<file path="src/rtl/fpp_pkg.sv">
/*
 * constants, types and register map of the flash partition and protection block.
 * assumes a 10 MHz core clock and an apb master with 32-bit data.
 */
package fpp_pkg;

	// ------------------------------------------------------------
	// register indices (byte address is four times the index)
	// ------------------------------------------------------------
	localparam int          PADDR_W  = 18;
	localparam logic [15:0] IDX_REV  = 16'h8005;
	localparam logic [15:0] IDX_PART = 16'h8006;
	localparam logic [15:0] IDX_CFG4 = 16'h800a;
	localparam logic [15:0] IDX_CFG5 = 16'h800b;
	localparam logic [15:0] IDX_CTRL = 16'h8010;
	localparam logic [15:0] IDX_STAT = 16'h8011;
	localparam logic [15:0] IDX_MAP  = 16'h8012;
	localparam logic [15:0] IDX_PC   = 16'h8013;

	// ------------------------------------------------------------
	// partition configuration word fields
	// ------------------------------------------------------------
	localparam int POS_LOW_VOLTAGE_PROGRAM_ENABLE  = 13;
	localparam int POS_STORAGE_AREA_WRITE_PROTECT_N = 11;
	localparam int POS_EEPROM_WRITE_PROTECT_N       = 10;
	localparam int POS_CONFIG_WRITE_PROTECT_N       = 9;
	localparam int POS_BOOT_WRITE_PROTECT_N         = 8;
	localparam int POS_APPLICATION_WRITE_PROTECT_N  = 7;
	localparam int POS_STORAGE_AREA_ENABLE_N        = 4;
	localparam int POS_BOOT_REGION_ENABLE_N         = 3;
	localparam int POS_BOOT_SIZE_SELECT             = 0;
	localparam logic [15:0] CFG4_RESET   = 16'h2f9f;
	localparam logic [15:0] CFG4_ONE_WAY = 16'h2f88;

	// code protection configuration word fields
	localparam int POS_EEPROM_READ_PROTECT_N  = 1;
	localparam int POS_PROGRAM_READ_PROTECT_N = 0;
	localparam logic [15:0] CFG5_RESET = 16'h0003;

	// identification words
	localparam logic [1:0] PART_FIXED_BITS = 2'b11;
	localparam logic [1:0] REV_FIXED_BITS  = 2'b10;

	// control and status bits
	localparam int POS_CTRL_BULK_ERASE    = 0;
	localparam int POS_STAT_WRITE_ERROR   = 0;
	localparam int POS_STAT_EXEC_VIOLATE  = 1;
	localparam int POS_STAT_LV_ACTIVE     = 2;

	// ------------------------------------------------------------
	// address map
	// ------------------------------------------------------------
	localparam logic [14:0] RESET_VECTOR   = 15'h0000;
	localparam logic [14:0] IRQ_VECTOR     = 15'h0004;
	localparam logic [14:0] PFM_LAST_SMALL = 15'h0fff;
	localparam logic [14:0] PFM_LAST_LARGE = 15'h1fff;
	localparam logic [14:0] BOOT_HALF_SMALL = 15'h07ff;
	localparam logic [14:0] BOOT_HALF_LARGE = 15'h0fff;
	localparam logic [14:0] STORE_SPAN_M1  = 15'h007f;
	localparam logic [14:0] BOOT_END_111   = 15'h01ff;
	localparam logic [14:0] BOOT_END_110   = 15'h03ff;
	localparam logic [14:0] BOOT_END_101   = 15'h07ff;
	localparam logic [14:0] BOOT_END_100   = 15'h0fff;
	localparam logic [14:0] BOOT_END_011   = 15'h1fff;
	localparam logic [14:0] BOOT_END_LOW   = 15'h3fff;
	localparam logic [15:0] CONFIG_FIRST   = 16'h8007;
	localparam logic [15:0] CONFIG_LAST    = 16'h800b;
	localparam logic [15:0] EEPROM_FIRST   = 16'hf000;
	localparam logic [15:0] EEPROM_LAST    = 16'hf0ff;

	// ------------------------------------------------------------
	// types
	// ------------------------------------------------------------
	typedef enum logic [2:0] {
		REGION_NONE   = 3'b000,
		REGION_BOOT   = 3'b001,
		REGION_APP    = 3'b010,
		REGION_STORE  = 3'b011,
		REGION_CONFIG = 3'b100,
		REGION_EEPROM = 3'b101
	} fpp_region_t;

	typedef struct packed {
		logic [2:0] boot_size_select;
		logic       boot_region_enable_n;
		logic       storage_area_enable_n;
	} fpp_part_t;

	typedef struct packed {
		logic        valid;
		logic [15:0] addr;
	} fpp_wr_req_t;

endpackage

</file>
<file path="src/rtl/fpp_region_decode.sv">
/*
 * address to region decoder for the partitioned flash map.
 * purely combinational; assumes the partition fields come from flops.
 */
`timescale 1ns/1ns
`default_nettype none

module fpp_region_decode
	import fpp_pkg::*;
(
	input  wire logic [15:0] addr_i,
	input  wire fpp_part_t   part_i,
	input  wire logic        large_i,
	output fpp_region_t      region_o,
	output logic      [14:0] boot_end_o,
	output logic      [14:0] store_first_o,
	output logic      [14:0] pfm_last_o
);
	logic [14:0] half;
	logic [14:0] raw_end;
	logic [14:0] wrapped;

	always_comb begin
		pfm_last_o  = large_i ? PFM_LAST_LARGE : PFM_LAST_SMALL;
		half        = large_i ? BOOT_HALF_LARGE : BOOT_HALF_SMALL;
		case (part_i.boot_size_select)
			3'b111:  raw_end = BOOT_END_111;
			3'b110:  raw_end = BOOT_END_110;
			3'b101:  raw_end = BOOT_END_101;
			3'b100:  raw_end = BOOT_END_100;
			3'b011:  raw_end = BOOT_END_011;
			default: raw_end = BOOT_END_LOW;
		endcase
		boot_end_o  = (raw_end > half) ? half : raw_end;
		store_first_o = pfm_last_o - STORE_SPAN_M1;
		wrapped     = addr_i[14:0] & pfm_last_o;
		if (!addr_i[15]) begin
			if (!part_i.boot_region_enable_n && wrapped <= boot_end_o) begin
				region_o = REGION_BOOT;
			end else if (!part_i.storage_area_enable_n && wrapped >= store_first_o) begin
				region_o = REGION_STORE;
			end else begin
				region_o = REGION_APP;
			end
		end else if (addr_i >= CONFIG_FIRST && addr_i <= CONFIG_LAST) begin
			region_o = REGION_CONFIG;
		end else if (addr_i >= EEPROM_FIRST && addr_i <= EEPROM_LAST) begin
			region_o = REGION_EEPROM;
		end else begin
			region_o = REGION_NONE;
		end
	end
endmodule

`default_nettype wire

</file>
<file path="src/rtl/fpp_sync3.sv">
/*
 * three-flop synchroniser for pins from outside the clock domain.
 * a new level is taken only once the second and third flops agree.
 */
`timescale 1ns/1ns
`default_nettype none

module fpp_sync3 #(
	parameter int W = 2
) (
	input  wire logic         clk_i,
	input  wire logic         rstn_i,
	input  wire logic [W-1:0] d_i,
	output logic      [W-1:0] q_o
);
	logic [W-1:0] s1;
	logic [W-1:0] s2;
	logic [W-1:0] s3;

	always_ff @(posedge clk_i) begin
		if (!rstn_i) begin
			s1  <= '0;
			s2  <= '0;
			s3  <= '0;
			q_o <= '0;
		end else begin
			s1  <= d_i;
			s2  <= s1;
			s3  <= s2;
			// bits still settling keep their old value
			q_o <= (s2 & ~(s2 ^ s3)) | (q_o & (s2 ^ s3));
		end
	end
endmodule

`default_nettype wire

</file>
<file path="src/rtl/fpp_top.sv">
/*
 * flash partition and protection block: configuration words, id words,
 * region decode, write gating for the nonvolatile write controller and a
 * program counter model of the code space.
 * assumes an apb master on the core clock, a write controller on the same
 * clock and two asynchronous pins from the programming interface.
 */
// Notes on behaviour
// - storage area writes blocked when its protect clear
// - eeprom writes blocked when its protect clear
// - config words locked when config protect clear
// - boot writes blocked when boot protect clear
// - application writes blocked when its protect clear
// - storage area enabled when its bit is 0
// - boot block enabled when its bit is 0
// - size code selects boot block end address
// - boot block clamped to half of memory
// - size field frozen once boot block enabled
// - cleared protection returns only by bulk erase
// - low voltage enable not clearable while active
// - eeprom read protect active low, bit 1
// - program read protect active low, bit 0
// - code protection immediate, removed by bulk erase
// - part word read only, fixed upper bits
// - revision word read only, major and minor
// - program counter is fifteen bits wide
// - addresses beyond memory wrap, never fault
// - reset vector 0000h, interrupt vector 0004h
// - memory is 4096 or 8192 words
// - storage area is the last 128 words
// - protected write changes nothing, sets error flag
`timescale 1ns/1ns
`default_nettype none

module fpp_top
	import fpp_pkg::*;
#(
	parameter logic        LARGE_PFM  = 1'b1,
	parameter logic [11:0] PART_CODE  = 12'h5a5, // arbitrary
	parameter logic [5:0]  MAJOR_REV  = 6'h01,   // arbitrary
	parameter logic [5:0]  MINOR_REV  = 6'h02    // arbitrary
) (
	// clock and reset
	input  wire logic               CLK_I,
	input  wire logic               RSTN_I,
	// apb slave
	input  wire logic               PSEL_I,
	input  wire logic               PENABLE_I,
	input  wire logic               PWRITE_I,
	input  wire logic [PADDR_W-1:0] PADDR_I,
	input  wire logic [31:0]        PWDATA_I,
	output logic      [31:0]        PRDATA_O,
	output logic                    PREADY_O,
	output logic                    PSLVERR_O,
	// nonvolatile write controller
	input  wire fpp_wr_req_t        NVM_WR_REQ_I,
	output logic                    NVM_WR_DONE_O,
	output logic                    NVM_WR_ERR_O,
	// programming interface pins
	input  wire logic               LV_PROG_ACTIVE_I,
	input  wire logic               BULK_ERASE_I,
	// program counter
	input  wire logic               PC_STEP_I,
	input  wire logic               PC_JUMP_I,
	input  wire logic [14:0]        PC_TARGET_I,
	input  wire logic               IRQ_TAKE_I,
	output logic      [14:0]        FETCH_ADDR_O,
	output logic                    EXEC_VIOLATION_O,
	// protection state
	output logic                    PROGRAM_READ_PROTECT_O,
	output logic                    EEPROM_READ_PROTECT_O,
	output logic                    LV_ENABLE_O
);

	// ------------------------------------------------------------
	// state
	// ------------------------------------------------------------
	logic [15:0] cfg4;
	logic [15:0] cfg5;
	logic        write_error_flag;
	logic        exec_violation_flag;
	logic [14:0] pc;
	logic [1:0]  pins_sync;
	logic        bulk_pin_prev;

	logic [15:0] next_cfg4;
	logic [15:0] next_cfg5;
	logic [14:0] next_pc;
	logic [31:0] next_rdata;

	fpp_part_t   part;
	fpp_region_t wr_region;
	fpp_region_t fetch_region;
	logic [14:0] boot_end;
	logic [14:0] store_first;
	logic [14:0] pfm_last;

	logic        lv_active;
	logic        bulk_erase;
	logic        wr_blocked;
	logic        cfg_wr_blocked;

	// ------------------------------------------------------------
	// apb decode
	// ------------------------------------------------------------
	logic [15:0] idx;
	logic        setup_ph;
	logic        access_ph;
	logic        hit;
	logic        wr_acc;

	assign idx       = PADDR_I[17:2];
	assign setup_ph  = PSEL_I & ~PENABLE_I;
	assign access_ph = PSEL_I & PENABLE_I;
	assign wr_acc    = access_ph & PWRITE_I & hit;

	always_comb begin
		case (idx)
			IDX_REV, IDX_PART, IDX_CFG4, IDX_CFG5, IDX_CTRL, IDX_STAT, IDX_MAP, IDX_PC: hit = 1'b1;
			default: hit = 1'b0;
		endcase
	end

	// zero wait states: read data is captured in the setup cycle
	assign PREADY_O  = 1'b1;
	assign PSLVERR_O = access_ph & ~hit;

	// ------------------------------------------------------------
	// pins from the programming interface
	// ------------------------------------------------------------
	fpp_sync3 #(
		.W(2)
	) u_sync (
		.clk_i (CLK_I),
		.rstn_i(RSTN_I),
		.d_i   ({BULK_ERASE_I, LV_PROG_ACTIVE_I}),
		.q_o   (pins_sync)
	);

	assign lv_active = pins_sync[0];

	always_ff @(posedge CLK_I) begin
		if (!RSTN_I) begin
			bulk_pin_prev <= 1'b0;
		end else begin
			bulk_pin_prev <= pins_sync[1];
		end
	end

	// erase from the pin edge or from the control register
	assign bulk_erase = (pins_sync[1] & ~bulk_pin_prev) |
		(wr_acc & (idx == IDX_CTRL) & PWDATA_I[POS_CTRL_BULK_ERASE]);

	// ------------------------------------------------------------
	// region decode
	// ------------------------------------------------------------
	assign part.boot_size_select      = cfg4[POS_BOOT_SIZE_SELECT +: 3];
	assign part.boot_region_enable_n  = cfg4[POS_BOOT_REGION_ENABLE_N];
	assign part.storage_area_enable_n = cfg4[POS_STORAGE_AREA_ENABLE_N];

	// one decoder for write requests, one for the fetch address
	fpp_region_decode u_wr_decode (
		.addr_i     (NVM_WR_REQ_I.addr),
		.part_i     (part),
		.large_i    (LARGE_PFM),
		.region_o   (wr_region),
		.boot_end_o (boot_end),
		.store_first_o(store_first),
		.pfm_last_o (pfm_last)
	);

	fpp_region_decode u_fetch_decode (
		.addr_i     ({1'b0, pc}),
		.part_i     (part),
		.large_i    (LARGE_PFM),
		.region_o   (fetch_region),
		.boot_end_o (),
		.store_first_o(),
		.pfm_last_o ()
	);

	// ------------------------------------------------------------
	// write gating for the nonvolatile write controller
	// ------------------------------------------------------------
	// boot and storage regions only decode while enabled, so their
	// protect bits have no effect otherwise
	always_comb begin
		case (wr_region)
			REGION_BOOT:   wr_blocked = ~cfg4[POS_BOOT_WRITE_PROTECT_N];
			REGION_APP:    wr_blocked = ~cfg4[POS_APPLICATION_WRITE_PROTECT_N];
			REGION_STORE:  wr_blocked = ~cfg4[POS_STORAGE_AREA_WRITE_PROTECT_N];
			REGION_CONFIG: wr_blocked = ~cfg4[POS_CONFIG_WRITE_PROTECT_N];
			REGION_EEPROM: wr_blocked = ~cfg4[POS_EEPROM_WRITE_PROTECT_N];
			default:       wr_blocked = 1'b1;
		endcase
	end

	always_ff @(posedge CLK_I) begin
		if (!RSTN_I) begin
			NVM_WR_DONE_O <= 1'b0;
			NVM_WR_ERR_O  <= 1'b0;
		end else begin
			NVM_WR_DONE_O <= NVM_WR_REQ_I.valid & ~wr_blocked;
			NVM_WR_ERR_O  <= NVM_WR_REQ_I.valid & wr_blocked;
		end
	end

	// ------------------------------------------------------------
	// configuration words
	// ------------------------------------------------------------
	assign cfg_wr_blocked = wr_acc & ~cfg4[POS_CONFIG_WRITE_PROTECT_N] &
		((idx == IDX_CFG4) | (idx == IDX_CFG5));

	always_comb begin
		next_cfg4 = cfg4;
		next_cfg5 = cfg5;
		if (bulk_erase) begin
			// erase wins over a write in the same cycle
			next_cfg4 = CFG4_RESET;
			next_cfg5 = CFG5_RESET;
		end else if (wr_acc && cfg4[POS_CONFIG_WRITE_PROTECT_N]) begin
			if (idx == IDX_CFG4) begin
				// one-way bits may only be cleared
				next_cfg4 = cfg4 & (PWDATA_I[15:0] | ~CFG4_ONE_WAY);
				next_cfg4[POS_STORAGE_AREA_ENABLE_N] = PWDATA_I[POS_STORAGE_AREA_ENABLE_N];
				if (lv_active) begin
					next_cfg4[POS_LOW_VOLTAGE_PROGRAM_ENABLE] = cfg4[POS_LOW_VOLTAGE_PROGRAM_ENABLE];
				end
				if (cfg4[POS_BOOT_REGION_ENABLE_N]) begin
					next_cfg4[POS_BOOT_SIZE_SELECT +: 3] = PWDATA_I[POS_BOOT_SIZE_SELECT +: 3];
				end else begin
					next_cfg4[POS_BOOT_SIZE_SELECT +: 3] = cfg4[POS_BOOT_SIZE_SELECT +: 3];
				end
			end else if (idx == IDX_CFG5) begin
				next_cfg5 = cfg5 & PWDATA_I[15:0];
			end
		end
	end

	always_ff @(posedge CLK_I) begin
		if (!RSTN_I) begin
			cfg4 <= CFG4_RESET;
			cfg5 <= CFG5_RESET;
		end else begin
			cfg4 <= next_cfg4;
			cfg5 <= next_cfg5;
		end
	end

	// protection follows the stored word with no extra delay
	assign PROGRAM_READ_PROTECT_O = ~cfg5[POS_PROGRAM_READ_PROTECT_N];
	assign EEPROM_READ_PROTECT_O  = ~cfg5[POS_EEPROM_READ_PROTECT_N];
	assign LV_ENABLE_O            = cfg4[POS_LOW_VOLTAGE_PROGRAM_ENABLE];

	// ------------------------------------------------------------
	// status flags
	// ------------------------------------------------------------
	// set wins over a write-one clear in the same cycle
	always_ff @(posedge CLK_I) begin
		if (!RSTN_I) begin
			write_error_flag <= 1'b0;
		end else if ((NVM_WR_REQ_I.valid & wr_blocked) | cfg_wr_blocked) begin
			write_error_flag <= 1'b1;
		end else if (wr_acc && idx == IDX_STAT && PWDATA_I[POS_STAT_WRITE_ERROR]) begin
			write_error_flag <= 1'b0;
		end
	end

	always_ff @(posedge CLK_I) begin
		if (!RSTN_I) begin
			exec_violation_flag <= 1'b0;
		end else if (fetch_region == REGION_STORE) begin
			exec_violation_flag <= 1'b1;
		end else if (wr_acc && idx == IDX_STAT && PWDATA_I[POS_STAT_EXEC_VIOLATE]) begin
			exec_violation_flag <= 1'b0;
		end
	end

	always_ff @(posedge CLK_I) begin
		if (!RSTN_I) begin
			EXEC_VIOLATION_O <= 1'b0;
		end else begin
			EXEC_VIOLATION_O <= (fetch_region == REGION_STORE);
		end
	end

	// ------------------------------------------------------------
	// program counter
	// ------------------------------------------------------------
	always_comb begin
		if (IRQ_TAKE_I) begin
			next_pc = IRQ_VECTOR;
		end else if (PC_JUMP_I) begin
			next_pc = PC_TARGET_I;
		end else if (PC_STEP_I) begin
			next_pc = pc + 15'h0001;
		end else begin
			next_pc = pc;
		end
	end

	// the stored value is already folded into the implemented space
	always_ff @(posedge CLK_I) begin
		if (!RSTN_I) begin
			pc <= RESET_VECTOR;
		end else begin
			pc <= next_pc & pfm_last;
		end
	end

	assign FETCH_ADDR_O = pc;

	// ------------------------------------------------------------
	// read data
	// ------------------------------------------------------------
	always_comb begin
		next_rdata = 32'h0000_0000;
		case (idx)
			IDX_REV:  next_rdata[15:0] = {2'b00, REV_FIXED_BITS, MAJOR_REV, MINOR_REV};
			IDX_PART: next_rdata[15:0] = {2'b00, PART_FIXED_BITS, PART_CODE};
			IDX_CFG4: next_rdata[15:0] = cfg4;
			IDX_CFG5: next_rdata[15:0] = cfg5;
			IDX_STAT: begin
				next_rdata[POS_STAT_WRITE_ERROR]  = write_error_flag;
				next_rdata[POS_STAT_EXEC_VIOLATE] = exec_violation_flag;
				next_rdata[POS_STAT_LV_ACTIVE]    = lv_active;
			end
			IDX_MAP:  next_rdata = {1'b0, store_first, 1'b0, boot_end};
			IDX_PC:   next_rdata[14:0] = pc;
			default:  next_rdata = 32'h0000_0000;
		endcase
	end

	always_ff @(posedge CLK_I) begin
		if (!RSTN_I) begin
			PRDATA_O <= 32'h0000_0000;
		end else if (setup_ph && !PWRITE_I) begin
			PRDATA_O <= next_rdata;
		end
	end

endmodule

`default_nettype wire

</file>
<file path="config.mk">
export PLATFORM = sky130hd
export DESIGN_NAME = fpp_top
export DESIGN_NICKNAME = d
export VERILOG_FILES = /design/src/rtl/fpp_pkg.sv /design/src/rtl/fpp_region_decode.sv /design/src/rtl/fpp_sync3.sv /design/src/rtl/fpp_top.sv
export SDC_FILE = /design/constraint.sdc
export NUM_CORES = 1
export LEC_CHECK = 0
export ABC_AREA = 0
export BUFFER_PORTS_ARGS = -buffer_cell sky130_fd_sc_hd__buf_2
export CAP_MARGIN = 30
export CORE_UTILIZATION = 31
export CTS_BUF_LIST = sky130_fd_sc_hd__clkbuf_8
export DETAILED_ROUTE_END_ITERATION = 10
export GPL_TIMING_DRIVEN = 1
export PLACE_DENSITY = 0.61
export SLEW_MARGIN = 10
export SYNTH_ARGS = -nofsm -noshare
export SYNTH_HDL_FRONTEND = slang
export SYNTH_SLANG_ARGS = --single-unit
export TNS_END_PERCENT = 20
</file>
<file path="constraint.sdc">
create_clock -name CLK_I -period 3.5 [get_ports CLK_I]
set_input_delay 0 -clock CLK_I [delete_from_list [all_inputs] [get_ports CLK_I]]
set_output_delay 0 -clock CLK_I [all_outputs]
set_load 0.02 [all_outputs]
</file>
==> impl_metrics.yaml, run 1 <==
worst_setup_path:
  cp_max_fo: 5
  criticalPathCategory: "flip-flop to flip-flop"
  critical_path.cell_chain: "nand3_1 -> inv_1 -> ha_1 -> nand4_1 -> or4_1 -> a21o_1 -> a21oi_1 -> nor2_1 -> dlygate4sd3_1"
  rr_startpoint: "cfg4[1]$_SDFFE_PP1P_"
  crit_family: "simple AND/OR/NAND/NOR gates"
  arrival_ps: 2800
  timing.critical_path.slowest_stage_cell: "dlygate4sd3_1"
  end_kind: "flip-flop"
  crit_buf_inv: 2
  cpPeakStageDelay_ps: 540
  startpoint_type: "flip-flop"
  crit_start: "cfg4[1]$_SDFFE_PP1P_"
  cp.required_ps: 3740
yosys:
  synth-main-ff-cell: "dfxtp_1"
  ys_seq_area_share_pct: 38.0
  async_flop_share_pct: 0
  ys_seq_elements: 71
  synth_warnings: 0
  synth_edf_count: 0
  netlist_area_sq_um: 3740
  syn-instance-count: 432
  synth.distinct_cells: 59
  synth_area_per_cell_sq_um: 8.65
hold_path:
  min-delay-start: "NVM_WR_REQ_I[15]"
  min_path_type: "primary input to flip-flop"
placed_design:
  gp_congestion: 0.924
  dp.cells: 666
  post-place-ws_ps: 1210
  hpwl_mm: 8.91
  placed_area_sq_um: 4330
  portBuffers: 113
detailed_routing:
  vias: 3717
  drcViolationCount: 9
  dr.pass1.iters: 10
  detail_route.wl_per_cell_um: 16.3
  drt_iter0_drc: 270
  routed_wl_mm: 11.7
  vias_per_cell: 5.20
  ant_nets: 0
timing:
  skew_ps: 9.96
  rsz0062_at_grt: "false"
  setup_viol: 0
  fin_crit_sh_pct: 73.0
  worst_slew_pin_slew_ps: 985
  fin_crit_ps: 2560
  hold_viol_final: 0
  relSlewSlack_pct: 32.7
  finalWorstSetupSlack_ps: 944
  fin_tns_setup_ps: 0
  maxSlewViolCount: 0
  max_freq_ghz: 0.391
clock_network:
  cts_max_path_buffers: 2
  clock_latency_ps: 360
  cts_made_buffers: 9
  cts-root-buf: "clkbuf_8"
  cts_tree: "built"
  clkTransAtPathRegs_ps: 70
  cts.htree.levels: 3
  clock_sinks: 71
  ctsResizeCount: 0
finish:
  area_delta_synth_final_pct: 30.7
  layout.cells.non_filler: 715
  diodes: 0
  final.fill_count: 1166
  layout.nets: 669
  final_cell_mix: "buf_2 (113), dfxtp_1 (71), nand2_1 (47), nor2_1 (35), dlygate4sd3_1 (34)"
  final_common_cell: "buf_2"
  fin_area_sq_um: 4880
  layout-drive-gt1-share_pct: 25.0
status:
  violations: "DRC"
  status: "finished with violations"
power_and_ir_drop:
  ir_worst_vdd_mv: 0.156
  power_density_nw_per_um2: 357
  p_leak_nw: 2.17
floorplanning:
  die_h_um: 112
  dieArea_sq_um: 12500
  io_pins: 147
  die_w_um: 112
  start_util_pct: 32.3
  row_count: 39
  coreArea_sq_um: 11600
global_routing:
  grt_max_degree: 25
  grt-ovfl-total: 0
  grt_pass1_vias: 3538
  grt_pass1_wl_mm: 18.6
  gr-usage-all-layers_pct: 19.3
  antenna_found_initial: 0
run:
  cap_violations: 0
-- stage by stage --
stage,hold WS (ps),total power (W),utilization [%]
after floorplan,124,0.000947,-
after global placement,207,0.00102,37.5
after detailed placement,211,0.00102,37.5
after CTS,61.3,0.00176,42.2
after global routing,104,0.00182,42.2
final,83.5,0.00175,42.2
-- repair_timing --
action | in CTS | in global routing
hold buffers | 34 | 0
setup buffers | 0 | 0
endpoints found under the hold margin | 44 | 0
-- path summary, 6_finish.rpt --
check	end	slack, ps	depth (start not counted)
worst max-delay path	NVM_WR_DONE_O$_SDFF_PN0_	940	9
worst min-delay path	NVM_WR_ERR_O$_SDFF_PN0_	80	4
worst max register to register	NVM_WR_DONE_O$_SDFF_PN0_	940	9
worst min register to register	u_sync.s2[0]$_SDFF_PN0_	440	1
-- Yosys cell counts, types with 7 or more instances --
master,n,area (sq um)
a21oi_1,13,65.1
dfxtp_1,71,1420
o211a_1,14,140
nor3_1,9,45.0
inv_1,15,56.3
buf_4,18,135
and3_1,7,43.8
ha_1,9,113
mux2i_1,13,130
xnor2_1,7,61.3
nor2_1,35,131
o21ai_0,21,105
nand3_1,11,55.1
nand2_1,47,176
a221oi_1,8,70.1
and2_1,12,75.1
clkbuf_1,15,56.3
nand4_1,14,87.6
-- worst register-to-register path, cell delays in order, from the launching register on --
cell	delay, ps
dfxtp_1	360
nand3_1	260
inv_1	80
ha_1	270
nand4_1	90
or4_1	490
a21o_1	190
a21oi_1	120
nor2_1	40
dlygate4sd3_1	540
-- logic make-up (layout without fill, tap and decap cells) --
family	count (synthesis)	after routing	synth area share, %
AND/OR/NAND/NOR	166	166	24.2
AO/OA/AOI/OAI	105	105	20.4
flip-flops	71	71	38.0
buffers and inverters	53	180	7.57
multiplexers	14	14	3.78
XOR/XNOR	12	12	2.81
adder cells (fa/ha/maj)	9	9	3.01
other	2	15	0.201
-- flip-flops by register name, indices dropped and copies added (netlist names), named ones only --
register / flops
cfg4: 11
NVM_WR_ERR_O: 1
write_error_flag: 1
EXEC_VIOLATION_O: 1
NVM_WR_DONE_O: 1
cfg5: 16
exec_violation_flag: 1
u_sync.s2: 2
PRDATA_O: 17
FETCH_ADDR_O: 13
u_sync.s1: 2
bulk_pin_prev: 1
u_sync.s3: 2
-- where the power goes --
part           total [W]  switching (W)  internal [W]
clock           0.000714       0.000318      0.000396
combinational   0.000201       0.000110     0.0000903
sequential      0.000831      0.0000136      0.000818
-- final cells by class --
| cell class | count | area (sq um) | area share (%) |
|---|---|---|---|
| multi-input cells | 321 | 2090 | 42.8 |
| flip-flops and latches | 71 | 1420 | 29.1 |
| repair buffers | 150 | 928 | 19.0 |
| well taps | 143 | 179 | 3.66 |
| clock buffers | 9 | 124 | 2.54 |
| clock inverters | 6 | 86.3 | 1.77 |
| inverters | 15 | 56.3 | 1.15 |
-- metal layers --
layer  vias up  share of wire, %  GRT usage (%)
met4         0               2.3           8.20
met3        20               6.4           4.08
met2       129                45           30.6
met5         -                 0              0
met1      1743                46           25.4
li1       1825                 -              -
Power figures use the tool's default switching activity.
==> run 2, diff against run 1 <==
- clock period: 3.5 -> 2.4 ns (I/O delays scaled with it)
==> run 2 against run 1 <==
  * The flow still finishes with violations (DRC)
  * Clock-buffer cell count is the same
  * Setup slack lost 780 ps
  * Die area is the same
  * Power grew 39%
  * Via count grew 2.5%
  * Combinational power grew 51%
==> impl_metrics.yaml, run 2 (synthesis results as in run 1) <==
status:
  status: "finished with violations"
  violations: "DRC"
global_routing:
  antenna_found_initial: 0
  grt_pass1_vias: 3635
  gr-usage-all-layers_pct: 19.7
  grt_max_degree: 22
  grt_pass1_wl_mm: 18.9
  grt-ovfl-total: 0
power_and_ir_drop:
  ir_worst_vdd_mv: 0.248
  power_density_nw_per_um2: 492
  p_leak_nw: 2.20
clock_network:
  cts_max_path_buffers: 2
  cts.htree.levels: 3
  clock_sinks: 71
  clock_latency_ps: 350
  cts_hold_buf: 33
  ctsResizeCount: 0
  cts_made_buffers: 9
  clkTransAtPathRegs_ps: 70
  post-cts-setup-buffers: 0
  cts_tree: "built"
  cts-root-buf: "clkbuf_8"
timing:
  worst_slew_pin_slew_ps: 791
  fin_crit_ps: 2230
  fin_tns_setup_ps: 0
  maxSlewViolCount: 0
  fin_crit_sh_pct: 93.1
  setup_viol: 0
  rsz0062_at_grt: "false"
  skew_ps: 9.77
  hold_viol_final: 0
  max_freq_ghz: 0.447
  relSlewSlack_pct: 45.9
worst_setup_path:
  cp_num_cells: 8
  timing.critical_path.slowest_stage_cell: "or4_1"
  crit_top_cell: "a21o_1"
  endpoint: "write_error_flag$_SDFFE_PN0P_"
  crit_buf_inv: 1
  cp_max_fo: 5
  crit_family: "simple AND/OR/NAND/NOR gates"
  end_kind: "flip-flop"
  reg2reg_slack_ps: 170
  criticalPathCategory: "flip-flop to flip-flop"
  cp.required_ps: 2700
  cpPeakStageDelay_ps: 490
  r2r_end: "write_error_flag$_SDFFE_PN0P_"
  critical_path.cell_chain: "nand3_1 -> inv_1 -> ha_1 -> nand4_1 -> or4_1 -> a21o_1 -> a211oi_1 -> a21o_1"
  startpoint_type: "flip-flop"
  arrival_ps: 2540
  worstRegToRegCells: 8
  crit_start: "cfg4[1]$_SDFFE_PP1P_"
  rr_startpoint: "cfg4[1]$_SDFFE_PP1P_"
detailed_routing:
  met3_length_um: 734
  detail_route.wl_per_cell_um: 16.7
  wl_met2_mm: 5.44
  top_layer_used: "met4"
  routed_wl_mm: 12.0
  drcViolationCount: 9
  wl_met1_mm: 5.56
  vias: 3809
  vias_per_cell: 5.28
  dr.pass1.iters: 7
  drt_iter0_drc: 214
  ant_nets: 0
finish:
  multi_input_area_sq_um: 2090
  layout.nets: 676
  layout-drive-gt1-share_pct: 25.8
  largest_reg_flops: 17
  largest-register: "PRDATA_O"
  seqCellArea_sq_um: 1420
  final_cell_mix: "buf_2 (113), dfxtp_1 (71), nand2_1 (47), nor2_1 (35), dlygate4sd3_1 (33)"
  area_delta_synth_final_pct: 31.5
  finish.utilization_pct: 42.5
  final.fill_count: 1167
  final_common_cell: "buf_2"
  diodes: 0
floorplanning:
  io_pins: 147
  die_h_um: 112
  die_w_um: 112
  start_util_pct: 32.3
  dieArea_sq_um: 12500
  row_count: 39
  coreArea_sq_um: 11600
run:
  cap_violations: 0
placed_design:
  hpwl_mm: 9.18
  gp_congestion: 0.940
  portBuffers: 113
hold_path:
  min_path_type: "primary input to flip-flop"
[run 2: cell count changes in the layout (fill, tap and decap cells not counted), sizes merged]
cell	change
buf	+8
bufinv	-1
clkinvlp	-1
dlygate4sd3	-1
inv	+1
[run 2: worst min-delay path by stage]
stage,to,from,cells after the start,slack (ps)
floorplan,FETCH_ADDR_O[2]$_SDFFE_PN0P_,IRQ_TAKE_I,1,120
global placement,u_sync.s1[1]$_SDFF_PN0_,BULK_ERASE_I,2,210
detailed placement,u_sync.s1[1]$_SDFF_PN0_,BULK_ERASE_I,2,210
CTS,NVM_WR_DONE_O$_SDFF_PN0_,NVM_WR_REQ_I[15],4,10
global route,NVM_WR_DONE_O$_SDFF_PN0_,NVM_WR_REQ_I[15],4,50
finish,NVM_WR_DONE_O$_SDFF_PN0_,NVM_WR_REQ_I[15],4,30
[run 2: metal layers]
layer | track usage [%] | up-vias
li1 | - | 1838
met1 | 26.3 | 1782
met2 | 31.2 | 162
met3 | 3.32 | 27
met4 | 8.47 | 0
met5 | 0 | -
[run 2: cell type report]
cell class	instances	share of cell area, %
multi-input cells	321	42.5
flip-flops and latches	71	28.9
repair buffers	157	20.2
well taps	143	3.64
clock buffers	9	2.52
inverters	15	1.15
clock inverters	5	1.07
[run 2: stage by stage]
stage                     hold WS (ps)  total power, W  instances  worst slack, ps  cell area [sq um]
final                             29.1         0.00242        721              165               4910
after global routing              51.5         0.00252        721             7.71               4910
after CTS                         10.5         0.00245        721              193               4910
after detailed placement           211         0.00150        674              226               4410
after global placement             207         0.00149        674              256               4410
after floorplan                    124         0.00138        445              498               3780
[run 2: tightest hold or removal path, cell delays in order]
cell	delay, ps
buf_2	90
a41oi_1	50
a21oi_1	140
nor2_1	50
[run 2: power breakdown]
group	internal, W	switching, W	total (W)
Clock	0.000463	0.000443	0.000905
Sequential	0.00119	0.0000178	0.00121
Combinational	0.000137	0.000166	0.000303
Total	0.00179	0.000627	0.00242
==> run 3, diff against run 2 <==
- HOLD_SLACK_MARGIN: default -> 0.15
==> run 3 against run 2 <==
  * The flow still finishes with violations (DRC)
  * Cell area rose by 3.3%
  * Power rose by 1.2%
  * Final cell count rose by 2.2%
  * Sequential share of layout area fell by 0.91 points
  * Critical path depth did not move
==> impl_metrics.yaml, run 3 (synthesis results as in run 1) <==
worst_setup_path:
  cp.required_ps: 2700
  end_kind: "flip-flop"
  crit_family: "simple AND/OR/NAND/NOR gates"
  criticalPathCategory: "flip-flop to flip-flop"
  crit_top_cell: "a21o_1"
  cpPeakStageDelay_ps: 490
  cp_max_fo: 5
  arrival_ps: 2560
  startpoint_type: "flip-flop"
  critical_path.cell_chain: "nand3_1 -> inv_1 -> ha_1 -> nand4_1 -> or4_1 -> a21o_1 -> a211oi_1 -> a21o_1"
  crit_buf_inv: 1
  timing.critical_path.slowest_stage_cell: "or4_1"
run:
  cap_violations: 0
clock_network:
  clock_sinks: 71
  clock_latency_ps: 360
  clkTransAtPathRegs_ps: 70
  cts_made_buffers: 9
  cts_tree: "built"
  cts-root-buf: "clkbuf_8"
  cts.htree.levels: 3
  cts_max_path_buffers: 2
finish:
  final_cell_mix: "buf_2 (113), dfxtp_1 (71), dlygate4sd3_1 (49), nand2_1 (47), nor2_1 (35)"
  layout.nets: 692
  final_common_cell: "buf_2"
  largest-register: "PRDATA_O"
  layout-drive-gt1-share_pct: 25.1
  largest_reg_flops: 17
  diodes: 0
  area_delta_synth_final_pct: 35.8
  final.fill_count: 1150
power_and_ir_drop:
  ir_worst_vdd_mv: 0.248
  seqPwrFrac_pct: 49.4
  p_switching_w: 0.000638
  intPower_w: 0.00181
  switching_share_pct: 26.0
  power_density_nw_per_um2: 483
  clock_power_share_pct: 37.2
  p_leak_nw: 2.25
  p_comb_share_pct: 13.4
floorplanning:
  dieArea_sq_um: 12500
  die_h_um: 112
  start_util_pct: 32.3
  coreArea_sq_um: 11600
  io_pins: 147
  die_w_um: 112
  row_count: 39
global_routing:
  grt_max_degree: 22
  grt_pass1_wl_mm: 19.5
  grt-ovfl-total: 0
  grt_pass1_vias: 3784
  gr-usage-all-layers_pct: 20.3
  antenna_found_initial: 0
timing:
  maxSlewViolCount: 0
  fin_crit_ps: 2260
  holdWs_ps: 175
  hold_viol_final: 0
  worst_slew_pin_slew_ps: 746
  rsz0062_at_grt: "false"
  fin_crit_sh_pct: 94.1
  skew_ps: 9.64
  fin_tns_setup_ps: 0
  relSlewSlack_pct: 49.0
  max_freq_ghz: 0.443
  setup_viol: 0
detailed_routing:
  drcViolationCount: 9
  vias_per_cell: 5.31
  drt_iter0_drc: 247
  detail_route.wl_per_cell_um: 16.9
  ant_nets: 0
  routed_wl_mm: 12.5
  dr.pass1.iters: 7
  vias: 3914
placed_design:
  portBuffers: 113
  gp_congestion: 0.940
  hpwl_mm: 9.18
status:
  violations: "DRC"
  status: "finished with violations"
hold_path:
  min_path_type: "primary input to flip-flop"
[run 3: final cells by class]
class	instances	area (sq um)	area share [%]
multi-input combinational	321	2090	41.2
sequential	71	1420	28.0
timing repair buffer	173	1150	22.7
clock inverter	5	52.6	1.04
clock buffer	9	124	2.44
inverter	15	56.3	1.11
tap	143	179	3.53
[run 3: worst reg2reg max path, delay by kind of cell, from the launching register on]
family	cells	cell delay [ps]
compound gates	3	650
fa+ha+maj	1	290
buf+inv	1	100
flops	1	350
simple gates	3	820
[run 3: power groups by stage]
stage	sequential (W)	clock [W]	combinational [W]
after floorplan	0.00124	0	0.000137
after global placement	0.00124	0	0.000254
after detailed placement	0.00124	0	0.000258
after CTS	0.00121	0.000935	0.000323
after global routing	0.00121	0.000976	0.000357
final	0.00121	0.000910	0.000328
[run 3: stage by stage]
stage | utilization [%] | cell area [sq um] | setup WS, ps | power, W | instances
after detailed placement | 38.1 | 4410 | 226 | 0.00150 | 674
after global routing | 43.9 | 5070 | 7.71 | 0.00254 | 737
final | 43.9 | 5070 | 142 | 0.00245 | 737
after global placement | 38.1 | 4410 | 256 | 0.00149 | 674
after floorplan | - | 3780 | 498 | 0.00138 | 445
after CTS | 43.9 | 5070 | 193 | 0.00247 | 737
[run 3: worst paths after layout]
| kind | startpoint | end | slack (ps) | cells after the start |
|---|---|---|---|---|
| max reg2reg | cfg4[1]$_SDFFE_PP1P_ | write_error_flag$_SDFFE_PN0P_ | 140 | 8 |
| max | cfg4[1]$_SDFFE_PP1P_ | write_error_flag$_SDFFE_PN0P_ | 140 | 8 |
| min | PC_JUMP_I | FETCH_ADDR_O[11]$_SDFFE_PP0P_ | 170 | 3 |
| min reg2reg | u_sync.s1[1]$_SDFF_PN0_ | u_sync.s2[1]$_SDFF_PN0_ | 440 | 1 |
[run 3: per-layer routing]
metal | track usage [%] | share of wire, % | routed length [um] | vias to the layer above
met2 | 32.5 | 46 | 5690 | 151
met3 | 3.38 | 5.6 | 695 | 29
met4 | 9.55 | 2.9 | 362 | 0
met5 | 0 | 0 | 0 | -
met1 | 26.6 | 46 | 5730 | 1865
li1 | - | - | - | 1869
[run 3: what timing repair did]
action / in CTS / in global routing
setup buffers: 0 / 0
hold endpoints to repair: 53 / 0
resized for setup: 0 / 0
hold buffers: 49 / 0
